[config.mk]
export PLATFORM = sky130hd
export DESIGN_NAME = dafmt_top
export DESIGN_NICKNAME = d
export VERILOG_FILES = /design/src/rtl/dafmt_pkg.sv /design/src/rtl/dafmt_top.sv
export SDC_FILE = /design/constraint.sdc
export NUM_CORES = 1
export LEC_CHECK = 0
export BUFFER_PORTS_ARGS = -buffer_cell sky130_fd_sc_hd__buf_4
export CAP_MARGIN = 20
export CORE_ASPECT_RATIO = 1.4
export CORE_MARGIN = 3
export CORE_UTILIZATION = 25
export DETAILED_ROUTE_END_ITERATION = 8
export PLACE_DENSITY = 0.42
export SLEW_MARGIN = 15
export SYNTH_ARGS = -nofsm -noshare
export SYNTH_HDL_FRONTEND = slang
export SYNTH_SLANG_ARGS = --single-unit
[constraint.sdc]
create_clock -name ref_clk -period 15.6 [get_ports ref_clk]
set_clock_uncertainty 0.1 [all_clocks]
set_input_delay 1.56 -clock ref_clk [delete_from_list [all_inputs] [get_ports ref_clk]]
set_output_delay 1.56 -clock ref_clk [all_outputs]
set_load 0.01 [all_outputs]
[src/rtl/dafmt_pkg.sv]
// Constants and types for the dual-channel sample output formatter
package dafmt_pkg;
    localparam int          SAMPLE_W      = 14;
    localparam int          PAIR_W        = 7;
    localparam int          PIPE_DEPTH    = 3;
    localparam int          PHASE_W       = 2;
    localparam int          CURR_W        = 3;
    localparam int          EVT_W         = 3;
    // Register offsets (byte addresses)
    localparam logic [7:0]  OFF_CTRL      = 8'h00;
    localparam logic [7:0]  OFF_STATUS    = 8'h04;
    localparam logic [7:0]  OFF_IRQ_STAT  = 8'h08;
    localparam logic [7:0]  OFF_IRQ_MASK  = 8'h0C;
    // Control field positions
    localparam int          CTRL_MODE_LSB = 0;
    localparam int          CTRL_PH_LSB   = 2;
    localparam int          CTRL_TERM_BIT = 4;
    localparam int          CTRL_CUR_LSB  = 5;
    // Event bit positions
    localparam int          EVT_OVR_A     = 0;
    localparam int          EVT_OVR_B     = 1;
    localparam int          EVT_SAMPLE    = 2;
    // Reset values
    localparam logic [1:0]  MODE_RST      = 2'h0;
    localparam logic [1:0]  PHASE_RST     = 2'h0;
    localparam logic [2:0]  CURR_RST      = 3'h4;
    localparam logic [2:0]  MASK_RST      = 3'h0;

    typedef enum logic [1:0] {
        DAFMT_FULL_CMOS,
        DAFMT_DDR_CMOS,
        DAFMT_DDR_LVDS
    } dafmt_mode_e;
endpackage

[src/rtl/dafmt_top.sv]
// Dual-channel sample output formatter with register port
// Summary of operation
// - Full-rate data and range flags change as the true clock falls.
// - In DDR modes data and flags change on both true clock edges.
// - The complementary clock is always the inverse of the true clock.
// - The true clock may be delayed against the data by a set amount.
// - In full-rate mode each channel has its own 14-bit word, bit 13 MSB.
// - In full-rate mode each channel has a flag, high when out of range.
// - DDR: seven lines per channel, even bits clock low, odd bits high.
// - DDR: one shared flag, channel b while clock low, a while high.
// - In DDR LVDS mode an internal termination is switched by a setting.
// - In DDR LVDS mode the drive current is chosen by a setting.
// - Both channels are captured at one instant from one encode source.
// - Range flags pass the same pipeline depth as their data.
// - Mode from a register, or a pin in parallel mode without DDR CMOS.
// - A new conversion starts on each rising edge of the encode input.
//
// Implementation choices: the address map and strobed register access.
`timescale 1ns/100ps
module dafmt_top (
    input  wire logic                  ref_clk,
    input  wire logic                  sys_rst,
    input  wire logic                  sample_strobe_true,
    input  wire logic [13:0]           conv_ch_a,
    input  wire logic [13:0]           conv_ch_b,
    input  wire logic                  range_ch_a,
    input  wire logic                  range_ch_b,
    input  wire logic                  par_prog_mode,
    input  wire logic                  par_mode_pin,
    input  wire logic [7:0]            reg_addr,
    input  wire logic [31:0]           reg_wdata,
    input  wire logic                  reg_wr,
    input  wire logic                  reg_rd,
    output logic [31:0]                reg_rdata,
    output logic                       irq,
    output logic                       fwd_clock_true,
    output logic                       fwd_clock_comp,
    output logic [13:0]                sample_bits_ch_a,
    output logic [13:0]                sample_bits_ch_b,
    output logic                       range_flag_ch_a,
    output logic                       range_flag_ch_b,
    output logic [6:0]                 paired_bits_ch_a,
    output logic [6:0]                 paired_bits_ch_b,
    output logic                       range_flag_shared,
    output logic                       lvds_term_en,
    output logic [2:0]                 lvds_current
);
    typedef struct packed {
        logic [2:0]  enc_sync;
        logic [1:0]  par_meta;
        logic [1:0]  par_sync;
        logic [dafmt_pkg::PIPE_DEPTH-1:0][13:0] pipe_a;
        logic [dafmt_pkg::PIPE_DEPTH-1:0][13:0] pipe_b;
        logic [dafmt_pkg::PIPE_DEPTH-1:0] pov_a;
        logic [dafmt_pkg::PIPE_DEPTH-1:0] pov_b;
        logic [13:0] word_a;
        logic [13:0] word_b;
        logic        ov_a;
        logic        ov_b;
        logic        phase;
        logic [3:0]  clk_dly;
        logic [1:0]  ctrl_mode;
        logic [1:0]  ctrl_phase;
        logic        ctrl_term;
        logic [2:0]  ctrl_cur;
        logic [2:0]  ev_stat;
        logic [2:0]  ev_mask;
        logic [31:0] rdata;
        logic        irq;
        logic        clk_t;
        logic        clk_c;
        logic [13:0] out_a;
        logic [13:0] out_b;
        logic        of_a;
        logic        of_b;
        logic [6:0]  dp_a;
        logic [6:0]  dp_b;
        logic        of_sh;
        logic        term;
        logic [2:0]  cur;
    } dafmt_state_s;

    dafmt_state_s st_reg;
    dafmt_state_s st_next;

    function automatic logic [6:0] dafmt_pick(input logic [13:0] w,
                                             input logic odd);
        logic [6:0] r;
        r = '0;
        for (int i = 0; i < dafmt_pkg::PAIR_W; i++) begin
            r[i] = w[2*i + (odd ? 1 : 0)];
        end
        return r;
    endfunction

    dafmt_pkg::dafmt_mode_e mode_eff;
    logic                   enc_rise;
    logic [2:0]             ev_set;
    logic [13:0]            tail_a;
    logic [13:0]            tail_b;
    logic                   tail_fa;
    logic                   tail_fb;

    always_comb begin
        // Parallel mode takes the pin: low full CMOS, high DDR LVDS
        if (st_reg.par_sync[1]) begin
            mode_eff = st_reg.par_sync[0] ? dafmt_pkg::DAFMT_DDR_LVDS
                                          : dafmt_pkg::DAFMT_FULL_CMOS;
        end else begin
            unique case (st_reg.ctrl_mode)
                2'h1:    mode_eff = dafmt_pkg::DAFMT_DDR_CMOS;
                2'h2:    mode_eff = dafmt_pkg::DAFMT_DDR_LVDS;
                default: mode_eff = dafmt_pkg::DAFMT_FULL_CMOS;
            endcase
        end
    end

    assign enc_rise = st_reg.enc_sync[1] & ~st_reg.enc_sync[2];
    assign tail_a   = st_reg.pipe_a[dafmt_pkg::PIPE_DEPTH-1];
    assign tail_b   = st_reg.pipe_b[dafmt_pkg::PIPE_DEPTH-1];
    assign tail_fa  = st_reg.pov_a[dafmt_pkg::PIPE_DEPTH-1];
    assign tail_fb  = st_reg.pov_b[dafmt_pkg::PIPE_DEPTH-1];

    always_comb begin
        logic        nph;
        logic        ddr;
        logic        shifted;
        nph = 1'b0;
        ddr = 1'b0;
        shifted = 1'b0;
        st_next = st_reg;
        ev_set = '0;
        st_next.enc_sync = {st_reg.enc_sync[1:0], sample_strobe_true};
        // Pin levels into a pair of flops each
        st_next.par_meta = {par_prog_mode, par_mode_pin};
        st_next.par_sync = st_reg.par_meta;
        // One shared capture for both channels
        if (enc_rise) begin
            st_next.pipe_a[0] = conv_ch_a;
            st_next.pipe_b[0] = conv_ch_b;
            st_next.pov_a[0]  = range_ch_a;
            st_next.pov_b[0]  = range_ch_b;
            for (int i = 1; i < dafmt_pkg::PIPE_DEPTH; i++) begin
                st_next.pipe_a[i] = st_reg.pipe_a[i-1];
                st_next.pipe_b[i] = st_reg.pipe_b[i-1];
                st_next.pov_a[i]  = st_reg.pov_a[i-1];
                st_next.pov_b[i]  = st_reg.pov_b[i-1];
            end
            st_next.word_a = st_reg.pipe_a[dafmt_pkg::PIPE_DEPTH-1];
            st_next.word_b = st_reg.pipe_b[dafmt_pkg::PIPE_DEPTH-1];
            st_next.ov_a = st_reg.pov_a[dafmt_pkg::PIPE_DEPTH-1];
            st_next.ov_b = st_reg.pov_b[dafmt_pkg::PIPE_DEPTH-1];
            ev_set[dafmt_pkg::EVT_SAMPLE] = 1'b1;
            ev_set[dafmt_pkg::EVT_OVR_A] = tail_fa;
            ev_set[dafmt_pkg::EVT_OVR_B] = tail_fb;
        end
        // Output phase: low half after each capture, high after
        nph = st_reg.phase;
        if (enc_rise) begin
            nph = 1'b0;
        end else if (st_reg.enc_sync[2] & ~st_reg.enc_sync[1]) begin
            nph = 1'b1;
        end
        st_next.phase = nph;
        ddr = (mode_eff != dafmt_pkg::DAFMT_FULL_CMOS);
        if (enc_rise) begin
            // Full-rate: new word with the clock falling
            st_next.out_a = tail_a;
            st_next.out_b = tail_b;
            st_next.of_a = tail_fa;
            st_next.of_b = tail_fb;
        end
        if (ddr) begin
            // Low half even bits and channel b flag, high odd and channel a
            st_next.dp_a = dafmt_pick(enc_rise ? tail_a : st_reg.word_a,
                                      nph);
            st_next.dp_b = dafmt_pick(enc_rise ? tail_b : st_reg.word_b,
                                      nph);
            st_next.of_sh = nph ? (enc_rise ? tail_fa : st_reg.ov_a)
                : (enc_rise ? tail_fb : st_reg.ov_b);
        end else begin
            st_next.dp_a = '0;
            st_next.dp_b = '0;
            st_next.of_sh = 1'b0;
        end
        // Programmable clock delay in ref_clk cycles
        st_next.clk_dly = {st_reg.clk_dly[2:0], nph};
        shifted = (st_reg.ctrl_phase == 2'h0) ? nph
                  : st_next.clk_dly[st_reg.ctrl_phase];
        st_next.clk_t = shifted;
        st_next.clk_c = ~shifted;
        st_next.term = (mode_eff == dafmt_pkg::DAFMT_DDR_LVDS)
                       & st_reg.ctrl_term;
        st_next.cur  = st_reg.ctrl_cur;
        // Register writes; set wins over clear
        if (reg_wr) begin
            unique case (reg_addr)
                dafmt_pkg::OFF_CTRL: begin
                    st_next.ctrl_mode  = reg_wdata[dafmt_pkg::CTRL_MODE_LSB +: 2];
                    st_next.ctrl_phase = reg_wdata[dafmt_pkg::CTRL_PH_LSB +: 2];
                    st_next.ctrl_term  = reg_wdata[dafmt_pkg::CTRL_TERM_BIT];
                    st_next.ctrl_cur   = reg_wdata[dafmt_pkg::CTRL_CUR_LSB +: 3];
                end
                dafmt_pkg::OFF_IRQ_STAT: begin
                    st_next.ev_stat = st_reg.ev_stat & ~reg_wdata[2:0];
                end
                dafmt_pkg::OFF_IRQ_MASK: begin
                    st_next.ev_mask = reg_wdata[2:0];
                end
                default: begin
                end
            endcase
        end
        st_next.ev_stat = st_next.ev_stat | ev_set;
        st_next.irq = |(st_next.ev_stat & st_next.ev_mask);
        st_next.rdata = '0;
        if (reg_rd) begin
            unique case (reg_addr)
                dafmt_pkg::OFF_CTRL: st_next.rdata = {24'h000000,
                    st_reg.ctrl_cur, st_reg.ctrl_term,
                    st_reg.ctrl_phase, st_reg.ctrl_mode};
                dafmt_pkg::OFF_STATUS: st_next.rdata = {29'h00000000,
                    st_reg.par_sync[1], mode_eff};
                dafmt_pkg::OFF_IRQ_STAT: st_next.rdata = {29'h00000000,
                    st_reg.ev_stat};
                dafmt_pkg::OFF_IRQ_MASK: st_next.rdata = {29'h00000000,
                    st_reg.ev_mask};
                default: st_next.rdata = '0;
            endcase
        end
    end

    always_ff @(posedge ref_clk or posedge sys_rst) begin
        if (sys_rst) begin
            st_reg            <= '0;
            st_reg.ctrl_mode  <= dafmt_pkg::MODE_RST;
            st_reg.ctrl_phase <= dafmt_pkg::PHASE_RST;
            st_reg.ctrl_cur   <= dafmt_pkg::CURR_RST;
            st_reg.cur        <= dafmt_pkg::CURR_RST;
            st_reg.ev_mask    <= dafmt_pkg::MASK_RST;
            st_reg.clk_c      <= 1'b1;
        end else begin
            st_reg <= st_next;
        end
    end

    assign reg_rdata         = st_reg.rdata;
    assign irq               = st_reg.irq;
    assign fwd_clock_true    = st_reg.clk_t;
    assign fwd_clock_comp    = st_reg.clk_c;
    assign sample_bits_ch_a  = st_reg.out_a;
    assign sample_bits_ch_b  = st_reg.out_b;
    assign range_flag_ch_a   = st_reg.of_a;
    assign range_flag_ch_b   = st_reg.of_b;
    assign paired_bits_ch_a  = st_reg.dp_a;
    assign paired_bits_ch_b  = st_reg.dp_b;
    assign range_flag_shared = st_reg.of_sh;
    assign lvds_term_en      = st_reg.term;
    assign lvds_current      = st_reg.cur;

    property p_comp_inverse;
        @(posedge ref_clk) disable iff (sys_rst)
        fwd_clock_comp == ~fwd_clock_true;
    endproperty
    a_comp_inverse: assert property (p_comp_inverse)
        else $error("complementary clock not inverse");

    property p_pair_capture;
        @(posedge ref_clk) disable iff (sys_rst)
        enc_rise |=> (st_reg.pipe_a[0] == $past(conv_ch_a)
                      && st_reg.pipe_b[0] == $past(conv_ch_b));
    endproperty
    a_pair_capture: assert property (p_pair_capture)
        else $error("channels not captured together");

    property p_flag_follows;
        @(posedge ref_clk) disable iff (sys_rst)
        enc_rise |=> st_reg.ov_a == $past(st_reg.pov_a[2]);
    endproperty
    a_flag_follows: assert property (p_flag_follows)
        else $error("flag pipeline mismatch");

    property p_no_ddr_cmos_par;
        @(posedge ref_clk) disable iff (sys_rst)
        st_reg.par_sync[1] |-> mode_eff != dafmt_pkg::DAFMT_DDR_CMOS;
    endproperty
    a_no_ddr_cmos_par: assert property (p_no_ddr_cmos_par)
        else $error("ddr cmos selected in parallel mode");

    property p_full_hold;
        @(posedge ref_clk) disable iff (sys_rst)
        !enc_rise |=> $stable(sample_bits_ch_a);
    endproperty
    a_full_hold: assert property (p_full_hold)
        else $error("full-rate word changed off edge");

    property p_term_lvds;
        @(posedge ref_clk) disable iff (sys_rst)
        lvds_term_en |-> $past(mode_eff) == dafmt_pkg::DAFMT_DDR_LVDS;
    endproperty
    a_term_lvds: assert property (p_term_lvds)
        else $error("termination outside lvds mode");

    property p_irq_level;
        @(posedge ref_clk) disable iff (sys_rst)
        irq == |(st_reg.ev_stat & st_reg.ev_mask);
    endproperty
    a_irq_level: assert property (p_irq_level)
        else $error("irq not matching status");

    property p_cur_follow;
        @(posedge ref_clk) disable iff (sys_rst)
        lvds_current == $past(st_reg.ctrl_cur);
    endproperty
    a_cur_follow: assert property (p_cur_follow)
        else $error("drive current not applied");

    c_sample: cover property (@(posedge ref_clk) enc_rise);
    c_ddr: cover property (@(posedge ref_clk)
        mode_eff == dafmt_pkg::DAFMT_DDR_LVDS && enc_rise);
    c_irq: cover property (@(posedge ref_clk) irq);
endmodule

* Yosys cells after proc, flatten, opt, wreduce, memory -nomap -nowiden
Cells that the tools add are included.
W data, S select, Z words.
** Cells by class
- Add/sub/neg operators :: 6
- Order comparisons :: 8
- Eq/ne operators :: 6
- Multiplexer cells :: 63
- Bitwise gates (word level) :: 10
- Reduce and logical (&&, ||, !) cells :: 5
** Operators by type and width (count)
- $lt A32 B6 Y1 const B :: 6
- $add A4 B32 Y32 const A :: 2
- $add A5 B32 Y32 const A :: 2
- $bmux W1 S4 :: 14
- $mux W1 :: 36
- $add A3 B32 Y32 const A :: 1
- $pmux W8 S4 :: 1
- $mux W14 :: 2
- $eq A8 B4 Y1 const B :: 2
- $mux W15 :: 1
- $mux W3 :: 3
- $eq A8 B3 Y1 const B :: 1
- $logic_not A8 Y1 :: 1
- $mux W8 :: 1
- $and A3 B3 Y3 :: 2
- $mux W6 :: 1
- $add A4 B1 Y5 const A :: 1
- $lt A5 B5 Y1 const B :: 1
- $eq A2 B2 Y1 const B :: 2
- $mux W2 :: 2
- $pmux W2 S2 :: 1
- $and A1 B1 Y1 :: 3
- $lt A2 B3 Y1 const B :: 1
- $not A1 Y1 :: 3
- 8 further kinds :: 8
** Storage, ports and cells
- Register bits after elaboration :: 199
- Input port bits :: 77
- Output and inout bits :: 84
- Word-level logic and storage cells :: 130

* Depth between registers and ports, before layout
- Depth in word-level cells :: 10
- Gate-level depth with buffers :: 7
- Mapped depth without buffers :: 4

* Worst setup path after synthesis
Ideal clock, no wire load.
- Kind :: input port to flip-flop
- Start :: in reg_addr[1]
- End :: reg st_reg, in the netlist st_next[0]
- Setup time :: 125 ps
- Arrival time :: 3126 ps
- Required time :: 15375 ps
- Path slack :: 12249 ps
- Cell stages on the path :: 5
- Path through :: or4_1 -> buf_2 -> or4_4 -> buf_6 -> mux2_4
** Between the ends
- Cells in the longest elaborated chain, start to end :: 2
** Ends and longest elaborated chain
- start, declared :: RTL line dafmt_top.sv:30 : input wire logic [7:0] reg_addr,
- $logic_not A8 Y1 :: RTL line dafmt_top.sv:197 : unique case (reg_addr)
- $reduce_and A2 Y1 (no line)
- end signal, assigned :: RTL line dafmt_top.sv:243 : st_reg <= st_next;
- end, declared :: RTL line dafmt_top.sv:83 : dafmt_state_s st_reg;
No other way between the ends.
A chain may end at the register's enable or synchronous reset.

==> flow_summary.json <==
{
  "placed_area_mm2": 0.00791,
  "p_leak_nw": 4.44,
  "synth_area_per_cell_um2": 9.83,
  "die_area_mm2": 0.0308,
  "grt_pass1_wl_mm": 26.6,
  "hold_depth": 0,
  "synthDistinctLibCells": 39,
  "clock_latency_ns": 0.44,
  "post_cts_resized": 0,
  "worstReg2RegEnd": "paired_bits_ch_b[6]",
  "p_int_uw": 862,
  "worst_path_max_delay_cell": "or4_1",
  "critPathCaptureType": "flip-flop",
  "diodes": 0,
  "layout.filler_cells": 3007,
  "switching_power_uw": 307,
  "cts_tree": "done",
  "ir_worst_vdd_v": 0.0000742,
  "clk_pin_slew_ns": 0.06,
  "clkPwrFrac_pct": 39.5,
  "worst_pin_slew_ns": 1.00,
  "die_width_um": 149,
  "power_per_cell_area_mw_per_mm2": 137,
  "worstPathArrival_ns": 3.38,
  "synth-async-reset-ratio_pct": 100,
  "synth_top_area_share_pct": 59.6,
  "synth_area_mm2": 0.00718,
  "worstHoldStart": "st_next[223]",
  "synth_edf_count": 0,
  "grt_max_degree": 108,
  "crit_type": "input port to flip-flop",
  "hold_buffers": 0,
  "totalWireLength_mm": 16.1,
  "synth-seq-cells": 174,
  "drt_pass1_iterations": 4,
  "drc_errors": 0,
  "drt_iter0_markers": 288,
  "whs_ns": 0.251,
  "netlist_instances": 730,
  "wl_per_cell_um": 13.9,
  "final_area_mm2": 0.00854,
  "r2r_cells": 5,
  "post_cts_buffers": 0,
  "min_period_ns": 3.11,
  "core-area_mm2": 0.0279,
  "cts_buffers": 17,
  "fin_nets": 853,
  "initial_core_util_pct": 25.7,
  "whs_endpoint": "st_reg[223]",
  "vias_per_cell": 3.95,
  "run_status": "complete, no violations",
  "clockBufferDepth": 2,
  "p_seq_share_pct": 46.9,
  "r2r_start": "st_reg[229]",
  "timing.final.crit_share_pct": 20.0,
  "area.sequential_mm2": 0.00436,
  "min_path_type": "flip-flop to flip-flop",
  "slew_headroom_pct": 33.3,
  "core.rowCount": 72,
  "cp_cell_sequence": "buf_4 > or4_1 > or4b_4 > nor3_2 > and2_1",
  "yosys.area.top_type": "dfrtp_1",
  "rsz0062_at_grt": "false",
  "gp_congestion": 0.725,
  "finalMaxSlewViolations": 0,
  "yosys-top-cells-area": "dfrtp_1 (60%), nand2_1 (17%), buf_4 (8.1%), mux2_2 (2.4%), nor3_1 (2.2%)",
  "area_delta_synth_final_pct": 19.1,
  "io_buffers": 112,
  "cpPeakStageDelay_ns": 0.67,
  "maxCapViolCount": 0,
  "setup_viol": 0,
  "drive_gt1_share_pct": 23.6,
  "ys.warnings.count": 0,
  "comb_power_share_pct": 13.6,
  "synthFlopType": "dfrtp_1",
  "dpl.hpwl_mm": 10.3,
  "final_hold_viol_count": 0,
  "cts-root-buf": "clkbuf_16",
  "largest_register_ff_count": 106,
  "ff2ff_setup_slack_ns": 13.01,
  "antenna_found_initial": 0,
  "crit_path_max_fanout": 7,
  "seq_area_frac_synth_pct": 60.7,
  "setup_tns_ns": 0,
  "grt_pass1_vias": 4752,
  "cts.sinks": 174,
  "drtAntennaViolNets": 0,
  "fmax_ghz": 0.321,
  "required_ns": 15.87,
  "ioPinCount": 161,
  "power_switching_share_pct": 26.3,
  "synth_commonest_cells": "nand2_1 (319), dfrtp_1 (171), buf_4 (77)",
  "htree_levels": 4,
  "vias": 4576,
  "power_mw": 1.17,
  "synth_most_common_cell": "nand2_1",
  "die_h_um": 206,
  "start_kind": "input port",
  "gr-total-overflow": 0,
  "multiInputGateArea_mm2": 0.00218,
  "grtUsageTotal_pct": 11.0
}
-- cells in the final DEF (no fill, tap or decap), types with 7 or more instances in the layout --
| master | n |
|---|---|
| clkbuf_16 | 17 |
| mux2_4 | 7 |
| dfrtp_1 | 171 |
| buf_4 | 116 |
| conb_1 | 24 |
| mux2_2 | 15 |
| nand2_1 | 319 |
| nor3_1 | 31 |
| nor2_1 | 17 |
-- logic make-up (layout without fill, tap and decap cells) --
| logic type | after synthesis | count (layout) | share of synthesized area [%] |
|---|---|---|---|
| and+or+nand+nor | 390 | 390 | 22.1 |
| DFF | 174 | 174 | 60.7 |
| buffers and inverters | 119 | 154 | 10.4 |
| muxes | 27 | 27 | 4.86 |
| AOI/OAI and AO/OA | 18 | 18 | 1.78 |
| other | 1 | 24 | 0.0523 |
| xor gates and xnor gates | 1 | 1 | 0.122 |
-- power groups by stage --
stage	sequential (mW)	combinational (mW)	clock [mW]
after floorplan	0.546	0.125	0
after global routing	0.557	0.182	0.495
after CTS	0.549	0.165	0.480
after detailed placement	0.557	0.164	0
after global placement	0.556	0.162	0
final	0.548	0.159	0.461
-- worst max-delay path by stage --
stage / cells past startpoint / from / to
after global placement: 5 / reg_addr[1] / reg_rdata[6]
after CTS: 5 / reg_addr[1] / reg_rdata[4]
after floorplan: 1 / sys_rst / fwd_clock_true
after detailed placement: 5 / reg_addr[1] / reg_rdata[4]
final: 5 / reg_addr[1] / reg_rdata[3]
after global routing: 5 / reg_addr[1] / reg_rdata[7]
-- through the flow --
step / std cells / utilization, % / worst slack, ns
6_report: 1158 / 30.6 / 12.49
4_1_cts: 1158 / 30.6 / 12.49
3_3_place_gp: 1127 / 28.3 / 12.02
3_5_place_dp: 1127 / 28.3 / 12.02
5_1_grt: 1158 / 30.6 / 12.36
2_1_floorplan: 753 / - / 9.23
-- routing by layer --
metal,track usage [%],part of all wire [%],up-vias
met4,4.02,1.4,0
met2,17.5,48,110
met3,2.48,4.3,16
met5,0,0,-
li1,-,-,2277
met1,14.6,46,2173
-- cell type report --
type | instances | area share (%)
clock inverter | 12 | 2.15
sequential | 174 | 51.0
timing repair buffer | 116 | 10.2
multi-input combinational | 460 | 25.5
inverter | 7 | 0.395
clock buffer | 19 | 5.30
tap | 370 | 5.42
-- worst max-delay path, delay by kind of cell --
kind,cells,cell delay (ns)
and+or+nand+nor,4,1.72
buffers and inverters,1,0.10
Note: power is estimated with default switching activity, not from simulation.
